`config.mk`:
```
export PLATFORM = sky130hd
export DESIGN_NAME = fp_inexact_state_frame
export DESIGN_NICKNAME = d
export VERILOG_FILES = /design/src/fp_inexact_pkg.sv /design/src/fp_inexact_state_frame.sv /design/src/frame_mem.sv
export SDC_FILE = /design/constraint.sdc
export NUM_CORES = 1
export LEC_CHECK = 0
export CORE_MARGIN = 1.5
export CORE_UTILIZATION = 60
export DETAILED_ROUTE_END_ITERATION = 7
export DONT_BUFFER_PORTS = 1
export PLACE_DENSITY = 0.82
export SYNTH_ARGS = -nofsm -noshare
export SYNTH_HDL_FRONTEND = slang
export SYNTH_HIERARCHICAL = 1
export SYNTH_SLANG_ARGS = --single-unit
```
`constraint.sdc`:
```
create_clock -name sys_clk_i -period 3.9 [get_ports sys_clk_i]
set_input_delay 0.78 -clock sys_clk_i [delete_from_list [all_inputs] [get_ports sys_clk_i]]
set_output_delay 0.78 -clock sys_clk_i [all_outputs]
set_load 0.02 [all_outputs]
```
`src/fp_inexact_pkg.sv`:
```
// package for the inexact-result state frame capture block
// assumes a single processor clock domain and an avalon-mm register bus
package fp_inexact_pkg;

  // register byte offsets
  localparam logic [5:0] OFS_STATUS   = 6'h00;  // sticky event bits, write one to clear
  localparam logic [5:0] OFS_MASK     = 6'h04;  // interrupt mask
  localparam logic [5:0] OFS_FLAGS    = 6'h08;  // stage valid flags, subtype, tag
  localparam logic [5:0] OFS_CMD1     = 6'h0c;  // first-stage command word
  localparam logic [5:0] OFS_CMD3     = 6'h10;  // third-stage encoded command
  localparam logic [5:0] OFS_TMP_EXP  = 6'h14;  // temp operand sign and exponent
  localparam logic [5:0] OFS_TMP_HI   = 6'h18;  // temp operand mantissa high
  localparam logic [5:0] OFS_TMP_LO   = 6'h1c;  // temp operand mantissa low
  localparam logic [5:0] OFS_WB_EXP   = 6'h20;  // writeback sign, exponent, sticky
  localparam logic [5:0] OFS_WB_HI    = 6'h24;  // writeback mantissa high
  localparam logic [5:0] OFS_WB_LO    = 6'h28;  // writeback mantissa low

  // flags register bit positions
  localparam int FLG_FIRST_VALID = 0;
  localparam int FLG_THIRD_VALID = 1;
  localparam int FLG_SUBTYPE     = 2;
  localparam int FLG_TAG_LSB     = 4;  // 3-bit source tag

  // status register bit positions
  localparam int ST_REG_MOVE = 0;
  localparam int ST_ARITH    = 1;
  localparam int ST_MEM_MOVE = 2;

  // writeback exponent word field positions
  localparam int WB_STICKY_POS = 16;
  localparam int WB_SIGN_POS   = 15;
  localparam int WB_EXP_MSB    = 14;

  // widths and encodings
  localparam int EXP_W   = 15;
  localparam int MANT_W  = 64;
  localparam int IMANT_W = 67;  // mantissa plus guard, round, sticky
  localparam logic [2:0] TAG_NORMALIZED = 3'h0;

  // reset values
  localparam logic [31:0] RST_WORD = 32'h0000_0000;
  localparam logic [2:0]  RST_MASK = 3'h0;

  // exception case enumeration
  typedef enum logic [1:0] {
    CASE_REG_MOVE,
    CASE_ARITH,
    CASE_MEM_MOVE
  } inexact_exception_case_e;

endpackage

```
`src/fp_inexact_state_frame.sv`:
```
// captures fpu internal state into a saved frame on an inexact-result event
// assumes the fpu pulses one event per exception with its data valid alongside
`timescale 1ns/1ps
module fp_inexact_state_frame
  import fp_inexact_pkg::*;
(
  // clock and reset
  input  wire logic                 sys_clk_i,
  input  wire logic                 arst_n_i,
  // exception event from the fpu
  input  wire logic                 inexact_exception_i,   // one-cycle pulse
  input  wire logic [1:0]           inexact_exception_case_i,           // inexact_exception_case_e code
  input  wire logic [15:0]          cmd_word_i,            // offending command word
  input  wire logic [15:0]          encoded_cmd_i,         // encoded arithmetic command
  input  wire logic                 result_sign_i,         // intermediate sign
  input  wire logic [EXP_W-1:0]     result_exp_i,          // biased exponent
  input  wire logic [IMANT_W-1:0]   result_mant_i,         // unrounded 67-bit mantissa
  input  wire logic                 subtype_hint_i,        // arithmetic subtype, free value
  // avalon-mm slave
  input  wire logic [5:0]           avs_address,
  input  wire logic                 avs_read,
  input  wire logic                 avs_write,
  input  wire logic [31:0]          avs_writedata,
  output logic      [31:0]          avs_readdata,
  output logic                      avs_waitrequest,
  // interrupt
  output logic                      irq_o
);

  // frame store slots
  localparam logic [2:0] SLOT_CMD1 = 3'h0;
  localparam logic [2:0] SLOT_CMD3 = 3'h1;
  localparam logic [2:0] SLOT_TEXP = 3'h2;
  localparam logic [2:0] SLOT_THI  = 3'h3;
  localparam logic [2:0] SLOT_TLO  = 3'h4;
  localparam logic [2:0] SLOT_WEXP = 3'h5;
  localparam logic [2:0] SLOT_WHI  = 3'h6;
  localparam logic [2:0] SLOT_WLO  = 3'h7;

  typedef enum logic [1:0] {
    BUS_IDLE,
    BUS_WAIT,   // frame store read in flight
    BUS_DONE    // answer presented, waitrequest low
  } bus_state_e;

  // capture sequencer walks the frame words one per cycle
  logic [3:0]          cap_cnt_q;        // 0 idle, else slot+1 being written
  inexact_exception_case_e          cap_case_q;       // latched case
  logic [15:0]         cap_cmd_q;        // latched command word
  logic [15:0]         cap_enc_q;        // latched encoded command
  logic                cap_sign_q;       // latched sign
  logic [EXP_W-1:0]    cap_exp_q;        // latched exponent
  logic [IMANT_W-1:0]  cap_mant_q;       // latched mantissa
  logic                cap_sub_q;        // latched subtype hint
  // frame flags
  logic                first_valid_q;
  logic                third_valid_q;
  logic                subtype_q;
  logic [2:0]          source_operand_tag_q;
  // interrupt registers
  logic [2:0]          status_q;
  logic [2:0]          mask_q;
  // bus
  bus_state_e          bus_q;
  logic                rd_mem_q;         // read targets frame store
  logic [31:0]         rd_reg_q;         // read data for flag/status registers
  // frame store port wires
  logic                mem_wr;
  logic [2:0]          mem_wsel;
  logic [31:0]         mem_wdata;
  logic [31:0]         mem_rdata;
  logic [2:0]          mem_rsel;
  logic [2:0]          evt;              // this cycle's event bits

  // map a bus offset to a frame store slot
  function automatic logic [2:0] slot_of(input logic [5:0] ofs);
    logic [5:0] d;
    d = ofs - OFS_CMD1;
    return d[4:2];
  endfunction

  // true when the offset lies in the frame store window
  function automatic logic in_frame(input logic [5:0] ofs);
    return (ofs >= OFS_CMD1) && (ofs <= OFS_WB_LO) && (ofs[1:0] == 2'h0);
  endfunction

  // latch event data; a new event restarts the capture walk
  always_ff @(posedge sys_clk_i or negedge arst_n_i)
  begin
    if (!arst_n_i)
    begin
      cap_cnt_q  <= 4'h0;
      cap_case_q <= CASE_REG_MOVE;
      cap_cmd_q  <= 16'h0000;
      cap_enc_q  <= 16'h0000;
      cap_sign_q <= 1'b0;
      cap_exp_q  <= '0;
      cap_mant_q <= '0;
      cap_sub_q  <= 1'b0;
    end
    else if (inexact_exception_i)
    begin
      cap_cnt_q  <= 4'h1;
      cap_case_q <= inexact_exception_case_e'(inexact_exception_case_i);
      cap_cmd_q  <= cmd_word_i;
      cap_enc_q  <= encoded_cmd_i;
      cap_sign_q <= result_sign_i;
      cap_exp_q  <= result_exp_i;
      cap_mant_q <= result_mant_i;
      cap_sub_q  <= subtype_hint_i;
    end
    else if (cap_cnt_q != 4'h0)
    begin
      cap_cnt_q <= (cap_cnt_q == 4'h8) ? 4'h0 : cap_cnt_q + 4'h1;
    end
  end

  // word placed in each frame slot during the walk
  always_comb
  begin
    mem_wsel  = cap_cnt_q[2:0] - 3'h1;
    mem_wr    = (cap_cnt_q != 4'h0);
    mem_wdata = RST_WORD;
    unique case (mem_wsel)
      SLOT_CMD1:
        // register and memory moves keep the raw command word
        mem_wdata = (cap_case_q != CASE_ARITH) ? {16'h0000, cap_cmd_q} : RST_WORD;
      SLOT_CMD3:
        mem_wdata = (cap_case_q == CASE_ARITH) ? {16'h0000, cap_enc_q} : RST_WORD;
      SLOT_TEXP:
        // temp operand holds the unrounded intermediate for moves
        mem_wdata = (cap_case_q != CASE_ARITH) ?
                    {16'h0000, cap_sign_q, cap_exp_q} : RST_WORD;
      SLOT_THI:
        mem_wdata = (cap_case_q != CASE_ARITH) ? cap_mant_q[IMANT_W-1:IMANT_W-32] : RST_WORD;
      SLOT_TLO:
        mem_wdata = (cap_case_q != CASE_ARITH) ? cap_mant_q[IMANT_W-33:3] : RST_WORD;
      SLOT_WEXP:
        // sticky, sign, 15-bit exponent; the 15 bits above the sticky are left zero
        mem_wdata = (cap_case_q == CASE_ARITH) ?
                    {15'h0, cap_mant_q[0], cap_sign_q, cap_exp_q} : RST_WORD;
      SLOT_WHI:
        mem_wdata = (cap_case_q == CASE_ARITH) ? cap_mant_q[IMANT_W-1-:32] : RST_WORD;
      SLOT_WLO:
        // low two mantissa bits replaced by guard and round
        mem_wdata = (cap_case_q == CASE_ARITH) ?
                    {cap_mant_q[IMANT_W-33:5], cap_mant_q[2:1]} : RST_WORD;
      default:
        mem_wdata = RST_WORD;
    endcase
  end

  // stage flags follow the case at the event itself
  always_ff @(posedge sys_clk_i or negedge arst_n_i)
  begin
    if (!arst_n_i)
    begin
      first_valid_q        <= 1'b0;
      third_valid_q        <= 1'b0;
      subtype_q            <= 1'b0;
      source_operand_tag_q <= TAG_NORMALIZED;
    end
    else if (inexact_exception_i)
    begin
      unique case (inexact_exception_case_e'(inexact_exception_case_i))
        CASE_REG_MOVE:
        begin
          first_valid_q        <= 1'b1;
          third_valid_q        <= 1'b0;
          subtype_q            <= 1'b0;
          source_operand_tag_q <= TAG_NORMALIZED;
        end
        CASE_ARITH:
        begin
          first_valid_q <= 1'b0;
          third_valid_q <= 1'b1;
          subtype_q     <= subtype_hint_i;
        end
        CASE_MEM_MOVE:
        begin
          first_valid_q        <= 1'b1;
          third_valid_q        <= 1'b0;
          subtype_q            <= 1'b1;
          source_operand_tag_q <= TAG_NORMALIZED;
        end
        default:
        begin
          first_valid_q <= first_valid_q;           // illegal code ignored
        end
      endcase
    end
  end

  // per-case event bits
  always_comb
  begin
    evt = 3'h0;
    if (inexact_exception_i && inexact_exception_case_i <= 2'h2)
      evt[inexact_exception_case_i] = 1'b1;
  end

  // sticky status; a new event beats a same-cycle clear
  always_ff @(posedge sys_clk_i or negedge arst_n_i)
  begin
    if (!arst_n_i)
      status_q <= 3'h0;
    else if (bus_q == BUS_DONE && avs_write && avs_address == OFS_STATUS)
      status_q <= (status_q & ~avs_writedata[2:0]) | evt;
    else
      status_q <= status_q | evt;
  end

  // mask register
  always_ff @(posedge sys_clk_i or negedge arst_n_i)
  begin
    if (!arst_n_i)
      mask_q <= RST_MASK;
    else if (bus_q == BUS_DONE && avs_write && avs_address == OFS_MASK)
      mask_q <= avs_writedata[2:0];
  end

  // interrupt level, registered
  always_ff @(posedge sys_clk_i or negedge arst_n_i)
  begin
    if (!arst_n_i)
      irq_o <= 1'b0;
    else
      irq_o <= |(status_q & mask_q);
  end

  // bus handshake: two wait cycles, then one answer cycle
  always_ff @(posedge sys_clk_i or negedge arst_n_i)
  begin
    if (!arst_n_i)
    begin
      bus_q           <= BUS_IDLE;
      avs_waitrequest <= 1'b1;
      rd_mem_q        <= 1'b0;
      rd_reg_q        <= RST_WORD;
    end
    else
    begin
      unique case (bus_q)
        BUS_IDLE:
        begin
          avs_waitrequest <= 1'b1;
          if (avs_read || avs_write)
          begin
            bus_q    <= BUS_WAIT;
            rd_mem_q <= in_frame(avs_address);
            unique case (avs_address)
              OFS_STATUS: rd_reg_q <= {29'h0, status_q};
              OFS_MASK:   rd_reg_q <= {29'h0, mask_q};
              // handler reads both valid flags; third stage takes priority
              OFS_FLAGS:  rd_reg_q <= {25'h0, source_operand_tag_q, 1'b0,
                                       subtype_q, third_valid_q, first_valid_q};
              default:    rd_reg_q <= RST_WORD;  // unmapped reads zero
            endcase
          end
        end
        BUS_WAIT:
        begin
          bus_q           <= BUS_DONE;
          avs_waitrequest <= 1'b0;
        end
        BUS_DONE:
        begin
          bus_q           <= BUS_IDLE;
          avs_waitrequest <= 1'b1;
        end
        default:
          bus_q <= BUS_IDLE;
      endcase
    end
  end

  // read data mux, registered; store output is ready by the answer cycle
  assign mem_rsel = slot_of(avs_address);
  always_ff @(posedge sys_clk_i or negedge arst_n_i)
  begin
    if (!arst_n_i)
      avs_readdata <= RST_WORD;
    else if (bus_q == BUS_WAIT)
      avs_readdata <= rd_mem_q ? mem_rdata : rd_reg_q;
  end

  // frame word store
  frame_mem u_frame_mem (
    .sys_clk_i (sys_clk_i),
    .arst_n_i  (arst_n_i),
    .wr_en_i   (mem_wr),
    .wr_sel_i  (mem_wsel),
    .wr_data_i (mem_wdata),
    .rd_sel_i  (mem_rsel),
    .rd_data_o (mem_rdata)
  );

endmodule

```
`src/frame_mem.sv`:
```
// small register-backed store for the captured frame words
// assumes writes and reads on the same clock; read data are registered
`timescale 1ns/1ps
module frame_mem
  import fp_inexact_pkg::*;
(
  // clock and reset
  input  wire logic        sys_clk_i,
  input  wire logic        arst_n_i,
  // write port, one word per slot
  input  wire logic        wr_en_i,
  input  wire logic [2:0]  wr_sel_i,
  input  wire logic [31:0] wr_data_i,
  // read port
  input  wire logic [2:0]  rd_sel_i,
  output logic      [31:0] rd_data_o
);

  logic [31:0] mem_q [0:7];  // eight frame words

  // storage with defined reset so reads never return unknowns
  always_ff @(posedge sys_clk_i or negedge arst_n_i)
  begin
    if (!arst_n_i)
    begin
      for (int i = 0; i < 8; i++)
        mem_q[i] <= RST_WORD;
    end
    else if (wr_en_i)
    begin
      mem_q[wr_sel_i] <= wr_data_i;
    end
  end

  // registered read, one cycle behind the select
  always_ff @(posedge sys_clk_i or negedge arst_n_i)
  begin
    if (!arst_n_i)
      rd_data_o <= RST_WORD;
    else
      rd_data_o <= mem_q[rd_sel_i];
  end

endmodule
```
==> summary.md <==
| Metric | Value |
|---|---|
| Status | finished with violations |
| Failing checks | hold timing |
| Primary FF master, synth | dfrtp_1 |
| Number of synthesized flops with an enable pin | 0 |
| Post-route insts no fill | 1813 |
| Post-synth ARST share | 100.0% |
| Hold_ws | -21.97 ps |
| CTS clk-pin slew, worst paths | 60 ps |
| Final hold viol count | 24 |
| Post-CTS Resized | 0 |
| Routed wl met3 | 3548 um |
| Die area | 34770 um^2 |
| Worst Skew | 17.70 ps |
| I/O pins | 195 |
| Critical path type | reg -> reg |
| Slew Viols, Final | 0 |
| Clk buf depth | 3 |
| Max Used Layer | met5 |
| Yosys cell types | 52 |
| CP Capture Type | flop |
| VDD IR max | 436.4 uV |
| Reg2reg end | u_frame_mem/mem_q[239]$_DFFE_PN0P_ |
| Required @ worst endpoint | 4380 ps |
| Core area | 33360 um^2 |
| Via count | 11377 |
| Pwr dens | 770.3 nW/um^2 |
| Setup violations, final | 0 |
| Fin worst setup slack | 616.7 ps |
| TritonCTS clock tree | yes |
| CTS root buffer | clkbuf_16 |
| Placed instance count | 1728 |
| GPL Wtd Cong | 0.8183 |
| Post-CTS Setup Inserts | 0 |
| Die extent in x | 186.5 um |
| Die H | 186.5 um |
| Startpoint types | flop |
| Tot GR Track Use | 24.80% |
| GRT overflow | 0 |
| Post-route ant nets | 0 |
| DRC | 0 |
| CTS H-tree depth | 2 |
| Met1 wire length | 18560 um |
| Area Growth Syn to Fin | 9.882% |
| WL met2 | 19250 um |
| Cell Rows | 67 |
| DR WL/cell | 23.31 um |
| DRT Wirelength | 42270 um |
| Final min period | 3283 ps |
| Mapped Area | 20190 um^2 |
| Syn. warnings | 6 |
| R2r startpoint | cap_cnt_q[0]$_DFFE_PN0P_ |
| Initial Util | 60.53% |
| Setup WS pre-CTS | 693.3 ps |
| Worst Tran Pin Value | 1055 ps |
| Via count of the first global-routing pass | 12063 |
| CP Max Fanout | 13 |
| Maximum clock frequency | 304.6 MHz |
| DR vias/cell | 6.275 |
| Max_cap viols | 0 |
| Tcrit/Tclk final | 84.19% |
| Hold Crit Class | in -> async |
| Cells after Synth | 1339 |
| Crit path DAT | 3760 ps |
| Setup slack, reg-to-reg | 620 ps |
| R2R cell count | 9 |
| Initial antenna violation count | 6 |
| 1st-pass router iterations | 8 |
| Skew-Pair Late Insertion Delay | 550 ps |
| Slew Limit Headroom | 29.66% |
| IO Port Bufs | 0 |
| Final #Nets | 1506 |
| Leakage | 10.15 nW |
| Share of layout cells above drive strength 1 | 39.59% |
| Syn_nets | 1516 |
| CTS Sinks | 458 |
| Iter 0 DRT Violations | 984 |
| Largest net degree at the start of global routing | 459 |
| Seq/Total Area, Yosys | 56.76% |
| Mapped Avg Cell Area | 15.08 um^2 |
| DP Wirelength | 25500 um |
| RSZ-0062 raised after global routing | false |
| Total clock buffers created by CTS | 46 |
| Global-route wire length before repair | 67680 um |
| Yosys reg bits | 458 |
| Post-Route Setup TNS | 0 ps |
[cell usage in the layout, fill, tap and decap left out, types with 5 or more instances in the layout]
| cell | synthesis | routed |
|---|---|---|
| a21o_1 | 5 | 5 |
| a21oi_1 | 19 | 19 |
| a221oi_1 | 6 | 6 |
| a222oi_1 | 19 | 19 |
| a22o_1 | 28 | 28 |
| a22oi_1 | 9 | 9 |
| a31oi_1 | 7 | 7 |
| buf_12 | 0 | 5 |
| buf_4 | 13 | 30 |
| clkbuf_1 | 22 | 15 |
| clkbuf_16 | 0 | 49 |
| clkbuf_8 | 0 | 13 |
| dfrtp_1 | 457 | 457 |
| ha_1 | 16 | 16 |
| inv_1 | 13 | 12 |
| mux2_1 | 9 | 9 |
| mux2_2 | 402 | 402 |
| mux4_1 | 40 | 40 |
| mux4_2 | 24 | 24 |
| nand2_1 | 74 | 74 |
| nand3_1 | 5 | 5 |
| nor2_1 | 15 | 15 |
| nor2b_1 | 5 | 5 |
| nor3_1 | 5 | 5 |
| o21ai_0 | 38 | 38 |
| o22ai_1 | 8 | 8 |
[power by group]
group          internal (mW)  total, mW  switching [mW]
Clock                   2.74       4.50            1.76
Sequential              6.23       7.09           0.858
Combinational           2.79       5.51            2.72
Total                   11.8       17.1            5.33
[state kept, by name (all words and copies together), names as in the netlist, 2 cells and up]
register / cells
cap_mant_q: 67
cap_cmd_q: 16
u_frame_mem/mem_q: 256
u_frame_mem/rd_data_o: 32
cap_exp_q: 15
cap_case_q: 2
status_q: 3
bus_q: 2
cap_cnt_q: 4
avs_readdata: 32
cap_enc_q: 16
mask_q: 3
rd_reg_q: 3
[kinds of logic after synthesis]
kind of cell / after synthesis / synth area share, %
adder cells (fa/ha/maj): 16 / 0.9913
multiplexers: 480 / 31.07
flip-flops: 458 / 56.76
AND/OR/NAND/NOR: 129 / 3.092
buffers and inverters: 106 / 2.807
XOR/XNOR: 2 / 0.08676
AO/OA/AOI/OAI: 148 / 5.192
[Yosys cell counts (3+ instances only)]
cell | count | area, um^2
clkbuf_2 | 4 | 20.02
a22o_1 | 28 | 245.2
a222oi_1 | 19 | 190.2
inv_1 | 13 | 48.80
nor2_1 | 15 | 56.30
nor2b_1 | 5 | 31.28
and2_1 | 3 | 18.77
nand4b_1 | 3 | 26.28
a31oi_1 | 7 | 43.79
nand2_1 | 74 | 277.8
buf_1 | 7 | 26.28
nor4bb_1 | 3 | 30.03
mux2_1 | 9 | 101.4
buf_4 | 13 | 97.59
mux2_2 | 402 | 4527
o22ai_1 | 8 | 50.05
clkbuf_1 | 22 | 82.58
buf_2 | 38 | 190.2
a21oi_1 | 19 | 95.09
buf_6 | 9 | 101.4
mux4_1 | 40 | 1051
a22oi_1 | 9 | 67.56
a221oi_1 | 6 | 52.55
dfrtp_1 | 457 | 11440
nand3_1 | 5 | 25.02
a21o_1 | 5 | 37.54
nor3_1 | 5 | 25.02
o21ai_0 | 38 | 190.2
mux4_2 | 24 | 540.5
ha_1 | 16 | 200.2
mux2i_1 | 4 | 40.04
nand2b_1 | 5 | 31.28
[final cells by class]
class                      count  area (um^2)
timing repair buffer          35        325.3
antenna                        1        2.502
inverter                      13        50.05
fill                        2313        11170
sequential                   458        11460
multi-input combinational    775         8220
clock inverter                 6        107.6
clock buffer                  77         1461
tap                          448        560.5
[worst max-delay path: stages, from the launching register on]
cell and delay (ps):
dfrtp_1 430, inv_1 80, ha_1 300, ha_1 410, buf_4 180, and2_1 530
and2_1 240, a2bb2oi_1 90, a31oi_1 660, mux2_2 290
[stage by stage]
step           utilization, %  cell area [um^2]  hold slack, ps  total power [mW]
5_1_grt                 66.51             22190          -51.32             17.95
3_5_place_dp            61.74             20600           462.1             12.59
2_1_floorplan               -             20190           422.7             10.96
6_report                66.51             22190          -21.97             17.09
4_1_cts                 66.44             22170          -79.71             17.15
3_3_place_gp            61.74             20600           451.2             12.26
[worst max-delay path by stage]
stage	startpoint	endpoint	slack, ps
5_1_grt	cap_cnt_q[0]$_DFFE_PN0P_	u_frame_mem/mem_q[166]$_DFFE_PN0P_	420
3_3_place_gp	cap_cnt_q[0]$_DFFE_PN0P_	u_frame_mem/mem_q[239]$_DFFE_PN0P_	810
2_1_floorplan	cap_cnt_q[0]$_DFFE_PN0P_	u_frame_mem/mem_q[109]$_DFFE_PN0P_	1240
4_1_cts	cap_cnt_q[0]$_DFFE_PN0P_	u_frame_mem/mem_q[47]$_DFFE_PN0P_	660
3_5_place_dp	cap_cnt_q[0]$_DFFE_PN0P_	u_frame_mem/mem_q[239]$_DFFE_PN0P_	690
6_report	cap_cnt_q[0]$_DFFE_PN0P_	u_frame_mem/mem_q[239]$_DFFE_PN0P_	620
[per-layer routing]
layer | vias up | track usage, %
met4 | 10 | 7.196
met3 | 73 | 6.978
met1 | 5915 | 35.16
li1 | 4978 | -
met2 | 401 | 37.86
met5 | - | 0
(Power assumes the default switching activity.)
